**src/alarm_cfg.svh**
```systemverilog
/*
 * Constants for the channel alarm response and value report block:
 * channel count, condition bit positions, slot size in words, reset values.
 * Assumes inclusion by the package and by design modules.
 */
`ifndef ALARM_CFG_SVH
`define ALARM_CFG_SVH

`define NUM_CHAN        8
`define NUM_COND        10
`define SLOT_WORDS      2
`define COND_LOW        0
`define COND_HIGH       1
`define COND_LOWLOW     2
`define COND_HIGHHIGH   3
`define COND_UNDER      4
`define COND_OVER       5
`define COND_OPEN       6
`define COND_CALFLT     7
`define COND_NEGROC     8
`define COND_POSROC     9
`define ENABLE_RST      10'h000
`define UPPER_NEG       16'hffff
`define UPPER_POS       16'h0000

`endif

```
**src/alarm_pkg.sv**
```systemverilog
/*
 * Types shared by the alarm response block and its reporting leaf.
 * Assumes alarm_cfg.svh is on the include path.
 */
`include "alarm_cfg.svh"
package alarm_pkg;
    typedef logic [`NUM_COND-1:0]                  cond_vec_t;
    typedef logic [`NUM_CHAN-1:0][`NUM_COND-1:0]   cond_arr_t;
    typedef logic [`NUM_CHAN-1:0][31:0]            word32_arr_t;
    typedef logic [`NUM_CHAN-1:0][15:0]            word16_arr_t;
    typedef enum logic {FMT_FLOAT, FMT_INT16} value_fmt_t;
    typedef enum {SCAN_IDLE, SCAN_LATCH} scan_state_t;
endpackage

```
**src/value_if.sv**
```systemverilog
/*
 * Carrier between the top block and its value formatter.
 * Assumes one clock domain.
 */
`timescale 1ns/100ps
`include "alarm_cfg.svh"
interface value_if;
    import alarm_pkg::*;
    word32_arr_t float_val;
    word16_arr_t int_val;
    logic [`NUM_CHAN-1:0] int_fmt;
    word32_arr_t slot;
    modport top (output float_val, output int_val, output int_fmt, input slot);
    modport fmt (input float_val, input int_val, input int_fmt, output slot);
endinterface

```
**src/value_format.sv**
```systemverilog
/*
 * Combinational formatting of each channel's two-word value slot.
 * Assumes the caller registers the slot on the input scan.
 */
`timescale 1ns/100ps
`include "alarm_cfg.svh"
module value_format (
    value_if.fmt vif
);
    import alarm_pkg::*;

    function automatic logic [31:0] int_slot(input logic [15:0] v);
        int_slot = {(v[15] ? `UPPER_NEG : `UPPER_POS), v};
    endfunction

    genvar c;
    generate
        for (c = 0; c < `NUM_CHAN; c++) begin : g_ch
            assign vif.slot[c] = vif.int_fmt[c] ? int_slot(vif.int_val[c]) : vif.float_val[c];
        end
    endgenerate
endmodule

```
**src/alarm_report.sv**
```systemverilog
/*
 * Per-channel alarm response routing and channel value reporting.
 * Assumes condition, value and scan inputs come from logic on CLK;
 * the controller scans the slots after each SCAN pulse.
 */
`timescale 1ns/100ps
`include "alarm_cfg.svh"
module alarm_report #(
    parameter int NCH = `NUM_CHAN
) (
    input  wire logic                 CLK,
    input  wire logic                 ARST_N,
    input  wire logic                 SCAN,
    input  wire alarm_pkg::cond_arr_t COND,
    input  wire alarm_pkg::cond_arr_t CLEAR_OK,
    input  wire alarm_pkg::cond_arr_t DIAG_EN,
    input  wire alarm_pkg::cond_arr_t FAULT_EN,
    input  wire alarm_pkg::cond_arr_t IRQ_EN,
    input  wire logic [NCH-1:0]       CHAN_EN,
    input  wire logic [NCH-1:0]       FMT_INT,
    input  wire alarm_pkg::word32_arr_t FLOAT_VAL,
    input  wire alarm_pkg::word16_arr_t INT_VAL,
    output alarm_pkg::word32_arr_t    VALUE_SLOT,
    output alarm_pkg::word32_arr_t    DIAG_SLOT,
    output logic                      FAULT_VLD,
    output logic [2:0]                FAULT_CHAN,
    output logic [3:0]                FAULT_COND,
    input  wire logic                 FAULT_RDY,
    output logic [NCH-1:0]            IRQ_REQ
);
    import alarm_pkg::*;

    // fault channel field and slot layout are sized for eight channels
    generate
        if (NCH != `NUM_CHAN) begin : g_bad_nch
            $error("alarm_report serves exactly eight channels");
        end
    endgenerate

    // enables are ports held by configuration; reset state of the block
    // itself holds no enable, so disabled defaults live with the source
    cond_arr_t   status_q, status_d;   // held alarm status
    cond_arr_t   prev_q, prev_d;
    cond_arr_t   irq_diag_q, irq_diag_d;
    cond_arr_t   pend_q, pend_d;
    word32_arr_t vslot_q, vslot_d;
    word32_arr_t dslot_q, dslot_d;
    logic [NCH-1:0] irq_q, irq_d;
    logic        fvld_q, fvld_d;
    logic [2:0]  fch_q, fch_d;
    logic [3:0]  fcd_q, fcd_d;
    value_if     vif ();

    assign vif.float_val = FLOAT_VAL;
    assign vif.int_val   = INT_VAL;
    assign vif.int_fmt   = FMT_INT;

    value_format value_format_inst (.vif(vif));

    // lowest pending channel/condition pair, used for fault entry selection
    function automatic logic [7:0] first_pend(input cond_arr_t p);
        first_pend = 8'h00;
        for (int c = NCH - 1; c >= 0; c--) begin
            for (int k = `NUM_COND - 1; k >= 0; k--) begin
                if (p[c][k]) begin
                    first_pend = {1'b1, c[2:0], k[3:0]};
                end
            end
        end
    endfunction

    logic [7:0] sel;
    assign sel = first_pend(pend_q);

    always_comb begin
        status_d   = status_q;
        prev_d     = prev_q;
        irq_diag_d = irq_diag_q;
        pend_d     = pend_q;
        vslot_d    = vslot_q;
        dslot_d    = dslot_q;
        irq_d      = '0;
        fvld_d     = fvld_q;
        fch_d      = fch_q;
        fcd_d      = fcd_q;
        // fault entry accepted: clear valid; pending bit was dropped when the entry loaded
        if (fvld_q && FAULT_RDY) begin
            fvld_d = 1'b0;
        end
        if (!fvld_d && sel[7]) begin
            fvld_d = 1'b1;
            fch_d  = sel[6:4];
            fcd_d  = sel[3:0];
            pend_d[sel[6:4]][sel[3:0]] = 1'b0;
        end
        if (SCAN) begin
            for (int c = 0; c < NCH; c++) begin
                for (int k = 0; k < `NUM_COND; k++) begin
                    // set on detection, release only outside deadband
                    if (COND[c][k]) begin
                        status_d[c][k] = 1'b1;
                    end else if (CLEAR_OK[c][k]) begin
                        status_d[c][k] = 1'b0;
                    end
                    prev_d[c][k] = status_d[c][k];
                    // one entry per rising occurrence; set wins over drain
                    if (status_d[c][k] && !prev_q[c][k] && FAULT_EN[c][k]) begin
                        pend_d[c][k] = 1'b1;
                    end
                    // interrupt on detection, channel-tied
                    if (COND[c][k] && IRQ_EN[c][k]) begin
                        irq_d[c] = 1'b1;
                    end
                    // interrupt-only bit lasts one scan
                    irq_diag_d[c][k] = COND[c][k] && IRQ_EN[c][k] && !DIAG_EN[c][k];
                end
                // diag bit: enabled and held status, or interrupt-only bit, else zero
                dslot_d[c] = {22'h0,
                              (status_d[c] & DIAG_EN[c]) | irq_diag_d[c]};
                // slot held even for unused channel, reads zero
                vslot_d[c] = CHAN_EN[c] ? vif.slot[c] : 32'h00000000;
            end
        end
    end

    always_ff @(posedge CLK or negedge ARST_N) begin
        if (!ARST_N) begin
            status_q   <= '0;
            prev_q     <= '0;
            irq_diag_q <= '0;
            pend_q     <= '0;
            vslot_q    <= '0;
            dslot_q    <= '0;
            irq_q      <= '0;
            fvld_q     <= 1'b0;
            fch_q      <= 3'h0;
            fcd_q      <= 4'h0;
        end else begin
            status_q   <= status_d;
            prev_q     <= prev_d;
            irq_diag_q <= irq_diag_d;
            pend_q     <= pend_d;
            vslot_q    <= vslot_d;
            dslot_q    <= dslot_d;
            irq_q      <= irq_d;
            fvld_q     <= fvld_d;
            fch_q      <= fch_d;
            fcd_q      <= fcd_d;
        end
    end

    assign VALUE_SLOT = vslot_q;
    assign DIAG_SLOT  = dslot_q;
    assign FAULT_VLD  = fvld_q;
    assign FAULT_CHAN = fch_q;
    assign FAULT_COND = fcd_q;
    assign IRQ_REQ    = irq_q;
endmodule

```
**config.mk**
```make
export PLATFORM = sky130hd
export DESIGN_NAME = alarm_report
export DESIGN_NICKNAME = d
export VERILOG_FILES = /design/src/alarm_pkg.sv /design/src/value_if.sv /design/src/value_format.sv /design/src/alarm_report.sv
export VERILOG_INCLUDE_DIRS = /design/src
export SDC_FILE = /design/constraint.sdc
export NUM_CORES = 1
export LEC_CHECK = 0
export BUFFER_PORTS_ARGS = -buffer_cell sky130_fd_sc_hd__buf_2
export CORE_AREA = 2 2 519 521
export DETAILED_ROUTE_END_ITERATION = 10
export DIE_AREA = 0 0 521 523
export PLACE_DENSITY = 0.37
export SETUP_SLACK_MARGIN = 0.05
export SLEW_MARGIN = 25
export SYNTH_ARGS = -nofsm -noshare
export SYNTH_HDL_FRONTEND = slang
export SYNTH_SLANG_ARGS = --single-unit
```
**constraint.sdc**
```tcl
create_clock -name CLK -period 8.04 [get_ports CLK]
set_input_delay 2.01 -clock CLK [delete_from_list [all_inputs] [get_ports CLK]]
set_output_delay 2.01 -clock CLK [all_outputs]
set_load 0.02 [all_outputs]
```
==> results.yml <==
die:
  pin_count: 1332
  die_x_um: 521
  die-area_um2: 272000
  initial_utilization: 0.0962
  die_h_um: 523
  coreArea_um2: 267000
  num_rows: 190
clocking:
  worst_setup_hold_path_clk_slew_ps: 60
  cts_tree: "yes"
  cts_inserted_buffers: 75
  clk-insertion-delay-late_ps: 700
  cts.path.max_buffers: 3
  cts_root_buf: "clkbuf_16"
  h-tree-depth: 3
  ctsHoldBuffers: 0
  cts_resized: 0
  clkSinkCount: 512
  cts_setup_buffers: 0
synthesis:
  synth_cell_types: 64
  synth-seq-cells: 512
  ys_warn_count: 0
  synth_area_leaders: "dfrtp_1 (50%), o2bb2ai_1 (8.8%), a21oi_1 (6.0%), buf_4 (5.3%), mux2i_1 (4.7%)"
  async_reset_ff_frac: 1.00
  synth_seq_area_share: 0.499
  synth_top_area_cell: "dfrtp_1"
  syn-cell-area_um2: 25700
  syn_inst: 2449
  synth-edff-count: 0
  synth_top_flop_cell: "dfrtp_1"
  avgSynthCellArea_um2: 10.5
  synth.top_cell.area_share: 0.499
detailed_routing:
  dr.pass1.iters: 4
  drc_errors: 0
  wl_per_cell_um: 25.2
  vias_per_cell: 3.47
  drtIter0Drc: 1423
  antenna_left: 0
  routed-via-count: 25000
  wirelength_um: 182000
final_layout:
  fill_cells: 30500
  final_common_cell: "buf_2"
  area_growth_pct: 46.4
  register_area_um2: 12800
  multiInputGateArea_um2: 11300
  final_cell_mix: "buf_2 (1153), dfrtp_1 (512), a21oi_1 (308), o2bb2ai_1 (257), conb_1 (176)"
  final_area_um2: 37600
  drive_above_1_share: 0.370
  finalNetCount: 4357
  fin_util: 0.141
sta:
  fin_crit_sh: 0.474
  setup_viol: 0
  hold_viol: 0
  max-slew-margin-rel: 0.186
  maxSlewViolCount: 0
  fin_hold_ws_ps: 472
  setup_tns_ps: 0
  rsz0062_at_grt: "false"
  max_freq_mhz: 263
  worstMarginPinSlew_ps: 1220
  skew_ps: 46.7
  min_period_ps: 3810
global_route:
  grt_pass1_vias: 25200
  grt_start_max_net_pins: 159
  gr-total-overflow: 0
  grt_first_pass_wirelength_um: 236000
  grt_usage: 0.128
  antenna_found_initial: 64
worst_setup_path:
  critPathMaxFanout: 8
  start_kind: "flip-flop"
  cp_slowest_stage_delay_ps: 910
  end_kind: "flip-flop"
  required_ps: 8560
  cp_slowest_cell: "and4b_1"
  path_class: "flip-flop to flip-flop"
  cp_cell_sequence: "nor2_1 -> o311ai_0 -> a2111oi_0 -> buf_4 -> o211ai_1 -> a2111oi_2 -> and4b_1 -> o21ai_0"
  crit_arrival_ps: 4330
power_and_ir_drop:
  vdd_drop_max_v: 0.000137
  switching_share: 0.338
  pwr-share-comb: 0.203
  power_switching_uw: 2780
  power_density_nw_per_um2: 218
  clock_power_share: 0.430
  sequentialPowerShare: 0.367
  intPower_uw: 5430
  p_leak_uw: 0.0176
placed_design:
  post_dp_cell_area_um2: 35000
  port_buffers: 1155
  dpl.hpwl_um: 152000
  gp_congestion: 0.894
flow_run:
  max-cap-violations: 0
run_status:
  outcome: "complete, no violations"
worst_hold_path:
  hold_class: "flip-flop to flip-flop"
layout make-up:
class                      count  share of cell area
sequential                   512               0.341
multi-input combinational   1710               0.302
timing repair buffer        1184               0.162
tap                         3552               0.118
clock buffer                  99              0.0558
clock inverter                32              0.0116
inverter                      70             0.00719
antenna                       39             0.00260
routing by layer:
metal,track usage,routed length (um),vias to the layer above,part of all wire
met3,0.0335,12000,230,0.066
li1,-,-,11100,-
met2,0.242,97500,1192,0.54
met1,0.136,66500,12400,0.37
met5,0,64,-,0.00035
met4,0.0418,5700,12,0.031
registers in the layout (all words and copies together), names as in the netlist:
name and cells:
DIAG_SLOT 80, FAULT_CHAN 3, FAULT_COND 4, FAULT_VLD 1, IRQ_REQ 8, VALUE_SLOT 256
pend_q 80, prev_q 80
critical path, delay by kind of cell, from the launching register on:
family                 cells  cell delay [ps]
AND/OR/NAND/NOR            2             1140
buffers and inverters      1              230
AO/OA/AOI/OAI              5             1830
flip-flops                 1              440
per-stage QoR:
stage / worst slack [ps] / power (uW) / cells
after global routing: 4070 / 8590 / 7190
after global placement: 3750 / 4770 / 7027
after CTS: 4100 / 8420 / 7159
after detailed placement: 3720 / 4780 / 7028
final: 4230 / 8200 / 7198
after floorplan: 4540 / 3810 / 2624
cell families after synthesis:
kind of cell / after synthesis / synth area share
and+or+nand+nor: 436 / 0.106
other: 1 / 0.000146
muxes: 120 / 0.0468
AOI/OAI and AO/OA: 978 / 0.263
buffers and inverters: 402 / 0.0855
DFF: 512 / 0.499
power groups by stage:
stage / Sequential [uW] / Combinational, uW / Clock [uW]
global placement: 3060 / 1720 / 0
detailed placement: 3060 / 1720 / 0
CTS: 3020 / 1720 / 3680
floorplan: 3170 / 635 / 0
global route: 3040 / 1790 / 3760
finish: 3010 / 1670 / 3520
synthesized netlist by cell type (28+ instances only):
master / n
and4b_1: 79
nor2_1: 56
a22o_1: 96
nand2_1: 111
dfrtp_1: 512
inv_1: 61
o2bb2ai_1: 257
buf_4: 180
nand3b_1: 78
a21oi_1: 308
a21o_1: 78
nor3_1: 28
clkbuf_1: 134
o21ai_0: 143
mux2i_1: 120
path summary, 6_finish.rpt:
path,start,to,slack [ps],cells past startpoint
worst max register to register,pend_q[19]$_DFF_PN0_,pend_q[17]$_DFF_PN0_,4230,8
worst max-delay path,pend_q[19]$_DFF_PN0_,pend_q[17]$_DFF_PN0_,4230,8
worst min-delay path,DIAG_SLOT[65]$_DFFE_PN0P_,DIAG_SLOT[65]$_DFFE_PN0P_,470,1
worst min register to register,DIAG_SLOT[65]$_DFFE_PN0P_,DIAG_SLOT[65]$_DFFE_PN0P_,470,1
max in group asynchronous,ARST_N,prev_q[62]$_DFFE_PN0P_,5290,2
min in group asynchronous,ARST_N,VALUE_SLOT[133]$_DFFE_PN0P_,1280,1
No activity file was read; power rests on OpenSTA's default activity.
